--- src/verilog/ppc_cfg.svh ---
// Register indices, address width, reset values and masks for the port configuration registers
// Functional notes
// - Mode field 00/01/10/11 selects uni8, uni16, bidir8, bidir16 port operation.
// - Two enable bits gate handshake logic of first and second port pairs.
// - Each sense bit sets one handshake pin polarity; one means active high.
// - Reset clears general control and service request registers; both always accessible.
// - Top bit of service request register reads zero and ignores writes.
// - Select 0X leaves shared DMA pin as port C; no DMA requests.
// - Select 10 gives DMA pulses from line one, gated by port A control bit 1.
// - Select 11 gives DMA pulses from line three, gated by port B control bit 1.
// - Pin select 00 keeps both pins port C; 01 makes request pin autovector request.
// - Pin select 10 makes only acknowledge active; 11 makes both active for vectoring.
// - Priority field: bit 2 puts pair three/four first; bits 0,1 swap within pairs.
// - Port A direction bits: zero input, one output; reset to input.
// - Port A direction ignored in mode 3; port B direction ignored in modes 2, 3.
// - Port C direction is 8-bit, mode independent, cleared on reset.
// - Vector register holds upper six vector bits; read normally or during acknowledge.
// - Before any write after reset, a normal vector read returns 0x0F.
// - After a write, vector read returns stored six bits with low two bits zero.
// - Normal vector read has no side effect and no priority evaluation.
`ifndef PPC_CFG_SVH
`define PPC_CFG_SVH

`define PPC_IDX_GEN_CTRL  3'h0
`define PPC_IDX_SVC_REQ   3'h1
`define PPC_IDX_A_DIR     3'h2
`define PPC_IDX_B_DIR     3'h3
`define PPC_IDX_C_DIR     3'h4
`define PPC_IDX_VECTOR    3'h5
`define PPC_ADDR_W        5
`define PPC_RST_BYTE      8'h00
`define PPC_RST_VEC_READ  8'h0F
`define PPC_RST_VEC_UPPER 6'h03
`define PPC_SVC_REQ_MASK  8'h7F
`define PPC_VEC_LOW_ZERO  2'h0

`endif

--- src/verilog/ppc_pkg.sv ---
// Types for the port configuration register block
package ppc_pkg;

    // Port mode field values
    typedef enum logic [1:0] {
        PPC_MODE_UNI8,
        PPC_MODE_UNI16,
        PPC_MODE_BIDIR8,
        PPC_MODE_BIDIR16
    } ppc_mode_t;

    // General control register layout
    typedef struct packed {
        ppc_mode_t  mode;
        logic       second_pair_handshake_enable;
        logic       first_pair_handshake_enable;
        logic [3:0] sense;
    } ppc_gen_ctrl_t;

    // Service request register layout
    typedef struct packed {
        logic       unused;
        logic [1:0] service_request_select;
        logic [1:0] irq_pin_select;
        logic [2:0] priority_sel;
    } ppc_svc_req_t;

    // Handshake configuration seen by the port logic
    typedef struct packed {
        ppc_mode_t  mode;
        logic       first_pair_handshake_enable;
        logic       second_pair_handshake_enable;
        logic [3:0] sense;
    } ppc_hs_cfg_t;

    // Dual-function pin roles
    typedef struct packed {
        logic shared_dma_request_pin_active;
        logic shared_port_irq_pin_active;
        logic shared_port_ack_pin_active;
    } ppc_pin_role_t;

endpackage

--- src/verilog/ppc_regs.sv ---
// Port configuration register bank with APB slave, DMA and port interrupt routing
//
// Local design decisions: the placing of the registers and the APB register port.
`timescale 1ns/10ps
`include "ppc_cfg.svh"

module ppc_regs
    import ppc_pkg::*;
(
    input  wire logic          clock,
    input  wire logic          sys_rst,
    // APB slave
    input  wire logic          psel,
    input  wire logic          penable,
    input  wire logic          pwrite,
    input  wire logic [7:0]    paddr,
    input  wire logic [31:0]   pwdata,
    input  wire logic [3:0]    pstrb,
    output logic [31:0]        prdata,
    output logic               pready,
    output logic               pslverr,
    // Control bits of the port control registers
    input  wire logic          port_a_control_svcrq_enable,
    input  wire logic          port_b_control_svcrq_enable,
    // Handshake status sources, one per line, active high
    input  wire logic [3:0]    handshake_status,
    // Per-source interrupt enables from the port control registers
    input  wire logic [3:0]    handshake_irq_enable,
    // Double-buffered transfer events on lines one and three
    input  wire logic          handshake_one_transfer,
    input  wire logic          handshake_three_transfer,
    // Logical assertion wanted on each handshake pin
    input  wire logic [3:0]    handshake_assert,
    // Raw handshake pin levels
    input  wire logic [3:0]    handshake_pin_level,
    // Interrupt acknowledge strobe from the acknowledge pin
    input  wire logic          port_ack,
    output ppc_hs_cfg_t        hs_cfg,
    output logic [3:0]         handshake_pin_out,
    output logic [3:0]         handshake_pin_asserted,
    output ppc_pin_role_t      pin_role,
    output logic               dma_request,
    output logic               port_irq,
    output logic [7:0]         ack_vector,
    output logic               ack_vector_valid,
    output logic [7:0]         port_a_dir,
    output logic               port_a_dir_used,
    output logic [7:0]         port_b_dir,
    output logic               port_b_dir_used,
    output logic [7:0]         port_c_dir
);

    // Register state
    ppc_gen_ctrl_t port_general_control;
    ppc_svc_req_t  port_service_request_control;
    logic [7:0]    port_a_direction;
    logic [7:0]    port_b_direction;
    logic [7:0]    port_c_direction;
    logic [5:0]    vector_upper;
    logic          vector_written;

    // Rank of the four sources, highest first, per priority setting
    function automatic logic [7:0] rank_order(input logic [2:0] sel);
        logic [3:0] lo_pair;
        logic [3:0] hi_pair;
        lo_pair = sel[0] ? {2'd1, 2'd0} : {2'd0, 2'd1};
        hi_pair = sel[1] ? {2'd3, 2'd2} : {2'd2, 2'd3};
        rank_order = sel[2] ? {hi_pair, lo_pair} : {lo_pair, hi_pair};
    endfunction

    // Register select from a word address
    function automatic logic hit(input logic [7:0] addr, input logic [2:0] idx);
        hit = (addr[7:2] == {3'h0, idx}) && (addr[1:0] == 2'h0);
    endfunction

    // APB decode
    wire       setup_phase = psel && !penable;
    wire       wr_access   = psel && penable && pwrite && pstrb[0];
    wire       sel_gen     = hit(paddr, `PPC_IDX_GEN_CTRL);
    wire       sel_svc     = hit(paddr, `PPC_IDX_SVC_REQ);
    wire       sel_adir    = hit(paddr, `PPC_IDX_A_DIR);
    wire       sel_bdir    = hit(paddr, `PPC_IDX_B_DIR);
    wire       sel_cdir    = hit(paddr, `PPC_IDX_C_DIR);
    wire       sel_vec     = hit(paddr, `PPC_IDX_VECTOR);
    wire       mapped      = sel_gen | sel_svc | sel_adir | sel_bdir | sel_cdir | sel_vec;
    wire [7:0] wbyte       = pwdata[7:0];

    // Vector read value: fixed until first write, then low bits forced zero
    wire [7:0] vector_read = vector_written ? {vector_upper, `PPC_VEC_LOW_ZERO}
                                            : `PPC_RST_VEC_READ;

    // Read mux, no side effects on any state
    wire [7:0] read_byte =
        sel_gen  ? port_general_control :
        sel_svc  ? (port_service_request_control & `PPC_SVC_REQ_MASK) :
        sel_adir ? port_a_direction :
        sel_bdir ? port_b_direction :
        sel_cdir ? port_c_direction :
        sel_vec  ? vector_read : `PPC_RST_BYTE;

    // Answer in the access phase, data captured at setup
    assign pready  = psel && penable;
    assign pslverr = psel && penable && !mapped;

    // Read data register
    always_ff @(posedge clock) begin
        if (sys_rst) begin
            prdata <= 32'h0000_0000;
        end else if (setup_phase && !pwrite) begin
            prdata <= {24'h00_0000, read_byte};
        end
    end

    // General and service request registers, cleared by reset
    always_ff @(posedge clock) begin
        if (sys_rst) begin
            port_general_control         <= `PPC_RST_BYTE;
            port_service_request_control <= `PPC_RST_BYTE;
        end else if (wr_access) begin
            if (sel_gen) begin
                port_general_control <= wbyte;
            end
            if (sel_svc) begin
                port_service_request_control <= wbyte & `PPC_SVC_REQ_MASK;
            end
        end
    end

    // Direction registers, input state after reset
    always_ff @(posedge clock) begin
        if (sys_rst) begin
            port_a_direction <= `PPC_RST_BYTE;
            port_b_direction <= `PPC_RST_BYTE;
            port_c_direction <= `PPC_RST_BYTE;
        end else if (wr_access) begin
            if (sel_adir) begin
                port_a_direction <= wbyte;
            end
            if (sel_bdir) begin
                port_b_direction <= wbyte;
            end
            if (sel_cdir) begin
                port_c_direction <= wbyte;
            end
        end
    end

    // Vector register upper bits and written flag
    always_ff @(posedge clock) begin
        if (sys_rst) begin
            vector_upper   <= `PPC_RST_VEC_UPPER;
            vector_written <= 1'b0;
        end else if (wr_access && sel_vec) begin
            vector_upper   <= wbyte[7:2];
            vector_written <= 1'b1;
        end
    end

    // Mode decode
    wire ppc_mode_t mode      = port_general_control.mode;
    wire            is_bidir  = (mode == PPC_MODE_BIDIR8) || (mode == PPC_MODE_BIDIR16);
    wire            is_bid16  = (mode == PPC_MODE_BIDIR16);

    // Handshake configuration to the port logic
    assign hs_cfg.mode                         = mode;
    assign hs_cfg.first_pair_handshake_enable  =
        port_general_control.first_pair_handshake_enable;
    assign hs_cfg.second_pair_handshake_enable =
        port_general_control.second_pair_handshake_enable;
    assign hs_cfg.sense                        = port_general_control.sense;

    // Pair enables per handshake line
    wire [3:0] line_enable = {{2{port_general_control.second_pair_handshake_enable}},
                              {2{port_general_control.first_pair_handshake_enable}}};

    // Pin polarity: sense one means high when asserted
    wire [3:0] sense = port_general_control.sense;
    wire [3:0] next_pin_out = (handshake_assert & line_enable) ~^ sense;
    // Reset level: sense clear, nothing asserted, so every pin sits high
    always_ff @(posedge clock) begin
        if (sys_rst) begin
            handshake_pin_out      <= 4'hF;
            handshake_pin_asserted <= 4'h0;
        end else begin
            handshake_pin_out      <= next_pin_out;
            handshake_pin_asserted <= ~(handshake_pin_level ^ sense);
        end
    end

    // Service request and interrupt pin selects
    wire [1:0] svc_sel   = port_service_request_control.service_request_select;
    wire [1:0] irq_sel   = port_service_request_control.irq_pin_select;
    wire       dma_on    = svc_sel[1];
    wire       dma_line1 = dma_on && !svc_sel[0];
    wire       dma_line3 = dma_on && svc_sel[0];

    // Dual-function pin roles
    assign pin_role.shared_dma_request_pin_active = dma_on;
    assign pin_role.shared_port_irq_pin_active    = irq_sel[0];
    assign pin_role.shared_port_ack_pin_active    = irq_sel[1];

    // DMA request pulse from the selected line
    wire next_dma = (dma_line1 && port_a_control_svcrq_enable
                     && handshake_one_transfer && line_enable[0])
                 || (dma_line3 && port_b_control_svcrq_enable
                     && handshake_three_transfer && line_enable[2]);
    always_ff @(posedge clock) begin
        if (sys_rst) begin
            dma_request <= 1'b0;
        end else begin
            dma_request <= next_dma;
        end
    end

    // Interrupt sources, lines used for DMA removed
    wire [3:0] dma_mask = {1'b0, dma_line3, 1'b0, dma_line1};
    wire [3:0] pending  = handshake_status & handshake_irq_enable & line_enable & ~dma_mask;

    // Priority selection over the ranked sources
    wire [7:0] order = rank_order(port_service_request_control.priority_sel);
    logic [1:0] winner;
    always_comb begin
        winner = order[7:6];
        for (int i = 0; i < 4; i++) begin
            if (pending[order[2*i +: 2]]) begin
                winner = order[2*i +: 2];
            end
        end
    end

    // Request output and acknowledge vector
    wire any_pending = |pending;
    always_ff @(posedge clock) begin
        if (sys_rst) begin
            port_irq         <= 1'b0;
            ack_vector       <= `PPC_RST_BYTE;
            ack_vector_valid <= 1'b0;
        end else begin
            port_irq         <= any_pending && irq_sel[0];
            ack_vector_valid <= port_ack && irq_sel[1] && any_pending;
            if (port_ack && irq_sel[1] && any_pending) begin
                ack_vector <= {vector_upper, winner};
            end
        end
    end

    // Direction outputs, ignored in the bidirectional modes noted
    always_ff @(posedge clock) begin
        if (sys_rst) begin
            port_a_dir      <= `PPC_RST_BYTE;
            port_a_dir_used <= 1'b1;
            port_b_dir      <= `PPC_RST_BYTE;
            port_b_dir_used <= 1'b1;
            port_c_dir      <= `PPC_RST_BYTE;
        end else begin
            port_a_dir      <= port_a_direction;
            port_a_dir_used <= !is_bid16;
            port_b_dir      <= port_b_direction;
            port_b_dir_used <= !is_bidir;
            port_c_dir      <= port_c_direction;
        end
    end

endmodule

--- config.mk ---
export PLATFORM = sky130hd
export DESIGN_NAME = ppc_regs
export DESIGN_NICKNAME = d
export VERILOG_FILES = /design/src/verilog/ppc_pkg.sv /design/src/verilog/ppc_regs.sv
export VERILOG_INCLUDE_DIRS = /design/src /design/src/verilog
export SDC_FILE = /design/constraint.sdc
export NUM_CORES = 1
export LEC_CHECK = 0
export BUFFER_PORTS_ARGS = -buffer_cell sky130_fd_sc_hd__buf_2
export CAP_MARGIN = 15
export CORE_MARGIN = 2
export CORE_UTILIZATION = 51
export CTS_BUF_LIST = sky130_fd_sc_hd__clkbuf_8
export CTS_CLUSTER_DIAMETER = 30
export CTS_CLUSTER_SIZE = 24
export DETAILED_ROUTE_END_ITERATION = 16
export PLACE_DENSITY = 0.83
export SLEW_MARGIN = 20
export SYNTH_ARGS = -nofsm -noshare
export SYNTH_HDL_FRONTEND = slang
export SYNTH_SLANG_ARGS = --single-unit
--- constraint.sdc ---
create_clock -name clock -period 2.35 [get_ports clock]
set_input_delay 0.235 -clock clock [delete_from_list [all_inputs] [get_ports clock]]
set_output_delay 0.235 -clock clock [all_outputs]
set_load 0.02 [all_outputs]
## Word-level counts from Yosys, hierarchy flattened

Index checks and enable logic that the tools add are counted.
W data, S select, Z words.

- Register bits: 99
- Output and inout bits: 90
- Logic and storage cells: 110

- Magnitude comparators: 4
- Eq/ne operators: 7
- Mux-type cells: 22
- Bitwise gates (word level): 13
- Reduce and logical (&&, ||, !) cells: 40

Operators with widths:

| cell | count |
|---|---|
| $mux W8 | 8 |
| $logic_and A1 B1 Y1 | 24 |
| $and A4 B4 Y4 | 4 |
| $eq A6 B2 Y1 const B | 2 |
| $eq A6 B3 Y1 const B | 2 |
| $lt A2 B3 Y1 const B | 4 |
| $reduce_and A2 Y1 | 5 |
| $bmux W1 S2 | 4 |
| $mux W2 | 4 |
| $eq A6 B1 Y1 const B | 1 |
| $logic_not A1 Y1 | 6 |
| $logic_not A6 Y1 | 1 |
| $mux W3 | 2 |
| $or A1 B1 Y1 | 5 |
| $eq A2 B2 Y1 const B | 2 |
| $mux W1 | 4 |
| $not A3 Y4 | 1 |
| $not A4 Y4 | 1 |
| $reduce_or A4 Y1 | 1 |
| $xnor A4 B4 Y4 | 1 |
| $xor A4 B4 Y4 | 1 |
| $logic_not A2 Y1 | 1 |
| $logic_or A1 B1 Y1 | 2 |

## Depth between registers and ports, before layout

Gate-level depths: netlist of run 1.

- Depth in word-level cells: 10
- Gate-level depth with buffers: 7

## Least setup slack after synthesis of run 1

No wires, ideal clock.

- Kind: input to register
- From: in paddr[7]
- To: reg vector_upper[0]
- Setup time: 0.120 ns
- Data arrival time: 1.666 ns
- Setup slack: 0.565 ns
- Stages on the path: 7
- Buffers on the path: 2
- Cells stage by stage: or4_4 > buf_6 > nor2_4 > and3_1 > buf_6 > nor2b_1 > a211o_1

- Word-level cells in the longest chain between the ends: 3

Ends and longest elaborated chain:

| what | RTL line | RTL |
|---|---|---|
| start, declared | ppc_regs.sv:16 | `input wire logic [7:0] paddr,` |
| $eq A6 B3 Y1 | ppc_regs.sv:73 | `hit = (addr[7:2] == {3'h0, idx}) && (addr[1:0] == 2'h0);` |
| $logic_and A1 B1 Y1 | ppc_regs.sv:73 |  |
| $logic_and A1 B1 Y1 | ppc_regs.sv:153 | `end else if (wr_access && sel_vec) begin` |
| end signal, assigned | ppc_regs.sv:151 | `` vector_upper <= `PPC_RST_VEC_UPPER; `` |
| end signal, assigned | ppc_regs.sv:154 | `vector_upper <= wbyte[7:2];` |
| end, declared | ppc_regs.sv:59 | `logic [5:0] vector_upper;` |

Every way passes these cells.
A chain may end at the register's enable or synchronous reset.

## Worst setup path after layout of run 1

- From: reg port_general_control (netlist bit hs_cfg[4])
- To: reg ack_vector[7]

- Word-level cells in the longest chain between the ends: 4

Ends and longest elaborated chain:

| what | RTL line | RTL |
|---|---|---|
| start, declared | ppc_regs.sv:54 | `ppc_gen_ctrl_t port_general_control;` |
| start signal, assigned | ppc_regs.sv:117 | `` port_general_control <= `PPC_RST_BYTE; `` |
| start signal, assigned | ppc_regs.sv:121 | `port_general_control <= wbyte;` |
| $and A4 B4 Y4 (2 in series) | ppc_regs.sv:217 | `wire [3:0] pending = handshake_status & handshake_irq_enable & line_enable & ~dma_mask;` |
| $reduce_or A4 Y1 | ppc_regs.sv:232 | `wire any_pending = \|pending;` |
| $logic_and A1 B1 Y1 | ppc_regs.sv:241 | `if (port_ack && irq_sel[1] && any_pending) begin` |
| end signal, assigned | ppc_regs.sv:236 | `` ack_vector <= `PPC_RST_BYTE; `` |
| end signal, assigned | ppc_regs.sv:242 | `ack_vector <= {vector_upper, winner};` |
| end, declared | ppc_regs.sv:44 | `output logic [7:0] ack_vector,` |

Every way passes these cells.

==> results of run 1 <==
==> per-layer routing <==
| layer | vias to the layer above | GRT usage (%) | wire length (microns) |
|---|---|---|---|
| met2 | 178 | 36.5 | 5150 |
| met1 | 1780 | 32.8 | 4820 |
| met3 | 23 | 3.84 | 863 |
| met4 | 0 | 10.4 | 267 |
| met5 | - | 0 | 0 |
| li1 | 1783 | - | - |
==> worst paths after layout <==
check        cells after the start                    from                   endpoint  slack (ns)
max                              5               hs_cfg[4]              ack_vector[7]        0.51
min                              3  handshake_pin_level[1]  handshake_pin_asserted[1]        0.11
max reg2reg                      5               hs_cfg[4]              ack_vector[7]        0.51
min reg2reg                      1                 mode[0]            port_a_dir_used        0.46
==> registers in the layout (all words and copies together) (netlist names), 2 cells and up <==
| signal | count |
|---|---|
| vector_upper | 6 |
| ack_vector | 8 |
| prdata | 8 |
| port_b_direction | 8 |
| handshake_pin_asserted | 4 |
| port_a_dir | 8 |
| handshake_pin_out | 4 |
| sense | 4 |
| port_b_dir | 8 |
| mode | 2 |
| port_c_direction | 8 |
| hs_cfg | 2 |
| port_a_direction | 8 |
| port_c_dir | 8 |
| port_service_request_control | 3 |
| svc_sel | 2 |
| irq_sel | 2 |
==> placed cells by master, fill, tap and decap left out, types with 3 or more instances in the layout <==
cell,Yosys,layout
buf_2,3,108
dfxtp_1,99,99
nor2_1,52,52
mux2i_1,37,37
nand2_1,32,32
nor2b_1,30,30
a21oi_1,29,29
conb_1,1,24
nand3_1,19,19
nand2b_1,13,13
clkbuf_8,0,11
o21ai_0,9,9
inv_1,6,7
a211oi_1,7,7
a22oi_1,7,7
nand3b_1,7,7
buf_4,27,7
nand4_1,6,6
o22ai_1,6,6
a211o_1,4,4
xnor2_1,4,4
xor2_1,4,4
nor3_1,4,4
and2_1,3,3
nand3_2,3,3
and3_1,3,3
o211ai_1,3,3
==> stage by stage <==
stage	hold slack (ns)	total power, W	setup slack [ns]	area (sq um)	util (%)
6_report	0.111	0.00301	0.515	5040	61.4
4_1_cts	0.105	0.00303	0.503	5040	61.4
5_1_grt	0.114	0.00311	0.346	5040	61.4
3_3_place_gp	0.441	0.00194	0.315	4840	58.9
3_5_place_dp	0.447	0.00194	0.242	4840	58.9
2_1_floorplan	0.353	0.00189	0.565	4430	-
==> synth_stat cells, types with 7 or more instances <==
| cell | instances |
|---|---|
| nand3_1 | 19 |
| nand3b_1 | 7 |
| clkbuf_1 | 21 |
| nand2_1 | 32 |
| nor2b_1 | 30 |
| buf_4 | 27 |
| dfxtp_1 | 99 |
| o21ai_0 | 9 |
| nor2_1 | 52 |
| a21oi_1 | 29 |
| mux2i_1 | 37 |
| a211oi_1 | 7 |
| nand2b_1 | 13 |
| a22oi_1 | 7 |
==> critical path, delay by kind of cell (launching register included) <==
family / cells / cell delay, ns
compound gates: 2 / 0.58
simple gates: 2 / 0.32
flops: 1 / 0.58
mux: 1 / 0.24
==> power breakdown <==
group	switching [W]	internal [W]
Sequential	0.00000317	0.00168
Clock	0.000559	0.000545
Combinational	0.000158	0.0000629
Total	0.000721	0.00229
==> final cells by class <==
| type | instances | area, sq um | area share (%) |
|---|---|---|---|
| Clock inverter | 4 | 51.3 | 1.02 |
| Sequential cell | 99 | 1980 | 39.3 |
| Inverter | 6 | 22.5 | 0.447 |
| Clock buffer | 11 | 151 | 3.00 |
| Multi-Input combinational cell | 338 | 2090 | 41.5 |
| Timing Repair Buffer | 116 | 613 | 12.2 |
| Tap cell | 105 | 131 | 2.61 |
==> cell families (layout without fill, tap and decap cells) <==
logic type | count (synthesis) | after routing | share of synthesized area (%)
AND/OR/NAND/NOR | 183 | 183 | 22.7
flip-flops | 99 | 99 | 45.6
AO/OA/AOI/OAI | 84 | 84 | 12.7
buffers and inverters | 63 | 137 | 8.21
multiplexers | 39 | 39 | 9.05
XOR/XNOR | 8 | 8 | 1.61
other | 1 | 24 | 0.0863
==> run metrics, run 1 <==
top post-synthesis cells by area dfxtp_1 46%, mux2i_1 8.5%, buf_4 4.7%; # nets final 640; DRC viols 0; CTS sink count 99; # H-tree levels 3; CP Launch Type register; Tmin final between 1.5 and 2 ns; #FFs+latches synth about 100; Hold WC Path Type primary input to register; largest net degree at the start of global routing 39; Max-cap violations 0; Post-synth top flop dfxtp_1; worst setup path class register to register; f_max between 500 and 600 MHz; final non-filler cell total approximately 680; CTS resizes 0; Rows 33; maximum clock path buffer count 2; Port Buffers 108; Syn Area/Cell 9.10 sq um; Worst-Margin Slew ~0.89 ns; grt ovf 0; slowest stage delay, CP 0.58 ns; GRT Util Overall between 20% and 30%; status completed; Synth top area share 45.6%; insertion delay to the later sink of the worst-skew pair roughly 0.36 ns; Peak VDD IR ~0.33 mV; Final Setup Violations 0; DP HPWL roughly 8.2 mm; Die Y about 96 microns; antenna violations before repair 0; CTS tree built; antenna-violating nets left 0; dpl cells between 600 and 700; TritonRoute pass-1 iters 6; clock-pin slew on the worst setup and hold paths 0.09 ns; CP Data Required Time approximately 2.6 ns; drt initial violations between 300 and 400; die footprint between 0.009 and 0.01 sq mm; Power Dens Cells about 600 mW/mm^2; crit-path cells and3_1 -> a41oi_1 -> a21oi_2 -> mux2i_1 -> nor2_1; TritonCTS buffer count 9; antenna diode count 0; core box area between 0.008 and 0.009 sq mm; Final period util between 70% and 80%; ys async rst share 0%; Sum Neg Setup Slack 0 ns; vias per inst between 5 and 6; Layout Area Growth over Synthesis 16.1%; RePlAce Congestion 0.886; layout cells sized above 1 between 20% and 30%; Setup Skew around 0.012 ns; top-level port count between 150 and 200; synth warn 0; Rel. slew slack 40.7%; die width 96.3 microns; leakage 2.24 nW; RSZ-0062 raised after global routing false; total wire length around 11 mm; number of synthesized flops with an enable pin 0; Initial Util between 50 and 60%; global-route wire length before repair roughly 17 mm; CTS Root Cell clkbuf_8; cts hold-fix bufs 0; CP Capture Type register; via count roughly 3,800; number of fill cells in the layout 740; post-synth top area cell dfxtp_1; Hold Fails Final Rpt 0; crit path max fanout 11; Setup Fix Bufs, Post-CTS 0; DR WL/cell 16.3 microns; WP data arrival 2.09 ns; Cells after Synth between 400 and 500; post-synthesis cell type count 53; Slew Viols, Final 0; post-synthesis sequential area ratio 45.6%; mapped cell area around 0.0043 sq mm; CP max stage cell dfxtp_1; vias in the first global route around 3,200
No activity file was read; power rests on OpenSTA's default activity.
==> inputs of run 2 (changes only) <==
ABC_AREA = 1   (was not set)
clock period = 1.8 ns   (was 2.35 ns; I/O delays follow)
==> run metrics, run 2 <==
most frequent cells in the layout 108 x buf_2, 98 x dfxtp_1, 89 x nand2_1, 69 x a21oi_1, 68 x nor2_1; Placed Area 0.00486 sq mm (+0.36%); die width 96.4 microns (about the same); global-route wire length before repair 17.2 mm (+3.7%); CTS tree built; internal power 0.00276 W (+21%); antenna-violating nets left 0 (unchanged); maximum clock path buffer count 2 (unchanged); CTS sink count 99 (unchanged); Synth Area in XOR/XNOR 0.805% (-0.81 points); commonest non-fill, non-tap cell in the layout buf_2; Hold Crit Endpoint handshake_pin_asserted[0]; CP Data Required Time 2.04 ns (-0.57 ns); layout cells sized above 1 25.7% (+0.82 points); Tmin final 1.63 ns (-0.205 ns); number of synthesized flops with an enable pin 0 (unchanged); antenna violations before repair 0 (unchanged); Worst-Margin Slew 0.520 ns (-0.366 ns); crit path max fanout 11 (unchanged); Slew Viols, Final 0 (unchanged); top post-synthesis cells by area dfxtp_1 46%, a21oi_1 7.9%, nand2_1 7.7%; Port Buffers 108 (unchanged); largest family of logic cells by synthesized area simple AND/OR/NAND/NOR gates; WP data arrival 1.87 ns (-0.22 ns); multiplexer share of the synthesized area 0% (-9.0 points); die footprint 0.00929 sq mm (+0.19%); # nets final 749 (+17%); insertion delay to the later sink of the worst-skew pair 0.36 ns (about the same); switching share of power 25.7% (+1.8 points); vias in the first global route 3,570 (+11%); Setup Skew 0.0117 ns (+0.000188 ns); clock share of power 33.8% (-2.8 points); Layout Area Growth over Synthesis 15.5%; RePlAce Congestion 0.954 (+7.8%); Peak VDD IR 0.358 mV (+9.9%); mapped cell area 0.00435 sq mm (+0.20%); most frequent cell after synthesis dfxtp_1; DP HPWL 8.45 mm (+3.0%); DR WL/cell 14.4 microns (-12%); Syn Area/Cell 7.54 sq um (-17%); Power Dens Cells 740 mW/mm^2 (+24%); Cells after Synth 577 (+21%); status completed; post-synthesis compound-gate area fraction 17.6% (+4.9 points); post-synthesis simple-gate area fraction 22.3% (-0.42 points); Hold Fails Final Rpt 0 (unchanged); Worst R2R End ack_vector[4]; vias per inst 5.04 (-9.1%); Final WS setup 0.170 ns (-0.345 ns); ys async rst share 0% (unchanged); core box area 0.00826 sq mm (+0.50%); hold_sp handshake_pin_level[0]; TritonRoute pass-1 iters 5 (-1); CP Capture Type register; cts hold-fix bufs 0 (unchanged); CP Launch Type register; Rows 33 (unchanged); Max-cap violations 0 (unchanged); Layout Utilization 60.9% (-0.49 points); worst setup path class register to register; largest net degree at the start of global routing 58 (+49%); clock-pin slew on the worst setup and hold paths 0.09 ns (about the same); Final Cell Area 0.00503 sq mm (-0.30%); Rel. slew slack 65.4% (+25 points); Worst R2R Start svc_sel[1]; Hold Path Stages 3 (unchanged); GRT Util Overall 24.6% (+0.82 points); via count 3,976 (+5.6%); Post-synth top flop dfxtp_1; leakage 2.30 nW (+2.7%); Die Y 96.4 microns (about the same); share of power burned in registers 59.1% (+3.1 points); RSZ-0062 raised after global routing false; Comb power frac 7.1% (-0.2 points); Synth top area share 45.5% (-0.092 points); dpl ws 0.159 ns (-0.0832 ns); TritonCTS buffer count 9 (unchanged); Hold WC Path Type primary input to register; synth warn 0 (unchanged); post-synthesis cell type count 34 (-36%); Final period util 90.6% (+12 points); Initial Util 52.7% (-0.16 points); Sum Neg Setup Slack 0 ns (unchanged); top-level port count 160 (unchanged); Final Setup Violations 0 (unchanged); post-synth top area cell dfxtp_1; FF-to-FF path depth 7 (+2); grt ovf 0 (unchanged); DRC viols 0 (unchanged); internal reg-to-reg setup slack 0.17 ns (-0.34 ns); switching power 0.000956 W (+33%); antenna diode count 0 (unchanged); # H-tree levels 3 (unchanged); f_max 613 MHz (+13%); Hold WS 0.0601 ns (-0.0510 ns); Synth top cells by count 99 x dfxtp_1, 89 x nand2_1, 69 x a21oi_1; Adder-Cell Fraction of Synth Area 0% (unchanged); number of fill cells in the layout 796 (+7.6%); #FFs+latches synth 99 (unchanged); CTS Root Cell clkbuf_8; total wire length 11.3 mm (+2.1%); drt initial violations 189 (-44%); post-synthesis sequential area ratio 45.5% (-0.092 points)
[run 2: layer usage]
metal	share of wire (%)	up-vias	track usage (%)	wire (microns)
met1	43	1782	31.8	4920
met3	6.3	26	3.96	710
met2	48	151	40.3	5410
li1	-	2017	-	-
met4	2.6	0	11.0	293
met5	0	-	0	0
[run 2: power by group through the flow]
stage | logic, W | registers (W) | clock network [W]
floorplan | 0.000179 | 0.00226 | 0
global placement | 0.000257 | 0.00225 | 0
detailed placement | 0.000260 | 0.00225 | 0
CTS | 0.000261 | 0.00220 | 0.00127
global route | 0.000286 | 0.00220 | 0.00137
finish | 0.000264 | 0.00220 | 0.00126
[run 2: cell type report]
cell class,instances,area [sq um],share of cell area [%]
sequential,99,1980,39.4
multi-input combinational,379,1860,37.0
timing repair buffer,117,608,12.1
inverter,73,274,5.45
tap,105,131,2.61
clock buffer,9,124,2.46
clock inverter,7,45.0,0.896
[run 2: repair_timing]
action | CTS | global route
endpoints found under the hold margin | 0 | 0
buffers inserted | 0 | 0
resized for setup | 0 | 1
setup endpoints to repair | 0 | 1
[run 2: critical path, stage by stage (launching register included)]
cell,delay [ns]
dfxtp_1,0.41
nand2_1,0.12
nand4_1,0.16
nand4_1,0.20
nand2_2,0.18
inv_1,0.17
o21ai_0,0.22
a21oi_1,0.06
[run 2: worst max-delay path by stage]
stage | from | end | slack (ns)
after CTS | port_service_request_control[2] | ack_vector[0] | 0.13
after floorplan | paddr[4] | pslverr | 0.34
after global routing | hs_cfg[5] | ack_vector[4] | 0.007
after global placement | port_service_request_control[2] | ack_vector[0] | 0.22
after detailed placement | port_service_request_control[2] | ack_vector[0] | 0.16
final | svc_sel[1] | ack_vector[4] | 0.17
[run 2: cell families after synthesis]
logic type / count (synthesis)
AO/OA/AOI/OAI: 142
flip-flops: 99
XOR/XNOR: 4
other: 1
buffers and inverters: 122
AND/OR/NAND/NOR: 209
[run 2: per-stage QoR]
stage | instances | total power (W)
5_1_grt | 789 | 0.00386
6_report | 789 | 0.00372
3_3_place_gp | 773 | 0.00251
4_1_cts | 789 | 0.00373
2_1_floorplan | 600 | 0.00244
3_5_place_dp | 773 | 0.00251
==> inputs of run 3 (changes only) <==
CORE_UTILIZATION = 49   (was 51)
CTS_BUF_LIST = not set   (was sky130_fd_sc_hd__clkbuf_8)
PLACE_DENSITY = 0.8   (was 0.83)
==> run metrics, run 3 (synthesis gave the netlist of run 2 again) <==
status completed; DRC viols 0 (unchanged); Die Y 98.2 microns (+1.9%); clock-pin slew on the worst setup and hold paths 0.09 ns (about the same); Worst R2R End ack_vector[7]; Port Buffers 108 (unchanged); TritonCTS buffer count 9 (unchanged); internal reg-to-reg setup slack 0.24 ns (+0.07 ns); multi-input logic area 0.00186 sq mm (unchanged); antenna violations before repair 0 (unchanged); hold_sp handshake_pin_level[0]; GRT Util Overall 23.0% (-1.5 points); top-level port count 160 (unchanged); CTS sink count 99 (unchanged); Power Dens Cells 768 mW/mm^2 (+3.8%); Setup Skew 0.00738 ns (-0.00436 ns); core box area 0.00868 sq mm (+5.1%); largest net degree at the start of global routing 58 (unchanged); # nets final 749 (unchanged); sequential cell area 0.00198 sq mm (unchanged); antenna-violating nets left 0 (unchanged); CTS tree built; Final period util 86.7% (-3.8 points); Worst R2R Start svc_sel[1]; Setup Fix Bufs, Post-CTS 0 (unchanged); vias in the first global route 3,659 (+2.5%); Hold WC Path Type primary input to register; Critical Path Start svc_sel[1]; DP HPWL 8.28 mm (-2.1%); CP Data Required Time 2.04 ns (about the same); Hold Fails Final Rpt 0 (unchanged); drt initial violations 238 (+26%); Final WS setup 0.239 ns (+0.0691 ns); maximum clock path buffer count 2 (unchanged); die width 98.2 microns (+1.9%); total wire length 11.2 mm (-1.5%); Rows 34 (+3.0%); Placed Area 0.00486 sq mm (about the same); via count 3,980 (+0.10%); Layout Area Growth over Synthesis 16.2%; Peak VDD IR 0.445 mV (+24%); insertion delay to the later sink of the worst-skew pair 0.36 ns (about the same); antenna diode count 0 (unchanged); # H-tree levels 3 (unchanged); vias per inst 5.03 (-0.15%); RSZ-0062 raised after global routing false; Final Setup Violations 0 (unchanged); CTS Root Cell clkbuf_8; worst setup path class register to register; Initial Util 50.1% (-2.6 points); TritonRoute pass-1 iters 5 (unchanged); CP Capture Type register; Max-cap violations 0 (unchanged); grt ovf 0 (unchanged); most frequent cells in the layout 108 x buf_2, 98 x dfxtp_1, 89 x nand2_1, 69 x a21oi_1, 68 x nor2_1; Tmin final 1.56 ns (-0.0691 ns); global-route wire length before repair 17.7 mm (+3.2%); CP Launch Type register; WP data arrival 1.80 ns (-0.07 ns); Critical Path Sink ack_vector[7]; leakage 2.30 nW (+0.31%); die footprint 0.00965 sq mm (+3.9%); FF-to-FF path depth 7 (unchanged); Final Cell Area 0.00505 sq mm (+0.55%); crit path max fanout 11 (unchanged); number of fill cells in the layout 829 (+4.1%); Worst-Margin Slew 0.504 ns (-0.0153 ns); DR WL/cell 14.1 microns (-1.8%); commonest non-fill, non-tap cell in the layout buf_2; dpl ws 0.196 ns (+0.0368 ns); layout cells sized above 1 25.8% (+0.038 points); Rel. slew slack 66.4% (+1.0 points); Slew Viols, Final 0 (unchanged); f_max 641 MHz (+4.4%); RePlAce Congestion 0.923 (-3.3%); Sum Neg Setup Slack 0 ns (unchanged)
-- run 3: report_power, final --
group          switching (W)  internal, W  leakage (nW)
Sequential        0.00000269      0.00220         0.799
Clock               0.000751     0.000674        0.0954
Combinational       0.000190    0.0000711          1.41
-- run 3: routing by layer --
layer | up-vias | share of wire (%) | global-route usage, %
met2 | 164 | 46 | 37.4
met5 | - | 0 | 0
met4 | 0 | 2.3 | 8.85
li1 | 2012 | - | -
met1 | 1785 | 44 | 30.9
met3 | 19 | 7.5 | 3.72
-- run 3: stage by stage --
step / hold WS (ns) / utilization, % / power [W] / std cells
2_1_floorplan: 0.315 / - / 0.00244 / 600
3_3_place_gp: 0.419 / 56.0 / 0.00250 / 776
3_5_place_dp: 0.428 / 56.0 / 0.00251 / 776
4_1_cts: 0.0417 / 58.2 / 0.00390 / 791
5_1_grt: 0.0656 / 58.2 / 0.00401 / 791
6_report: 0.0525 / 58.2 / 0.00388 / 791
-- run 3: repair_timing --
item / in CTS / in global routing
hold buffers: 0 / 0
resized for setup: 0 / 1
endpoints found under the setup margin: 0 / 1
-- run 3: how the worst min path moves through the flow --
stage / to / slack (ns) / depth (start not counted)
floorplan: hs_cfg[4] / 0.31 / 2
global placement: handshake_pin_asserted[3] / 0.42 / 3
detailed placement: handshake_pin_asserted[0] / 0.43 / 3
CTS: handshake_pin_asserted[0] / 0.04 / 3
global route: handshake_pin_asserted[0] / 0.07 / 3
finish: handshake_pin_asserted[0] / 0.05 / 3
-- run 3: layout make-up --
cell class,count,share of cell area (%)
flip-flops and latches,99,39.2
multi-input cells,379,36.8
repair buffers,117,12.0
inverters,73,5.42
clock buffers,11,2.80
well taps,108,2.67
clock inverters,4,1.01
-- run 3: worst max-delay path: stages, from the launching register on --
cell and delay [ns]:
dfxtp_1 0.41, nand2_1 0.12, nand4_1 0.18, nand4_1 0.18, nand2_2 0.17, inv_1 0.16
o21ai_0 0.17, a21oi_1 0.06
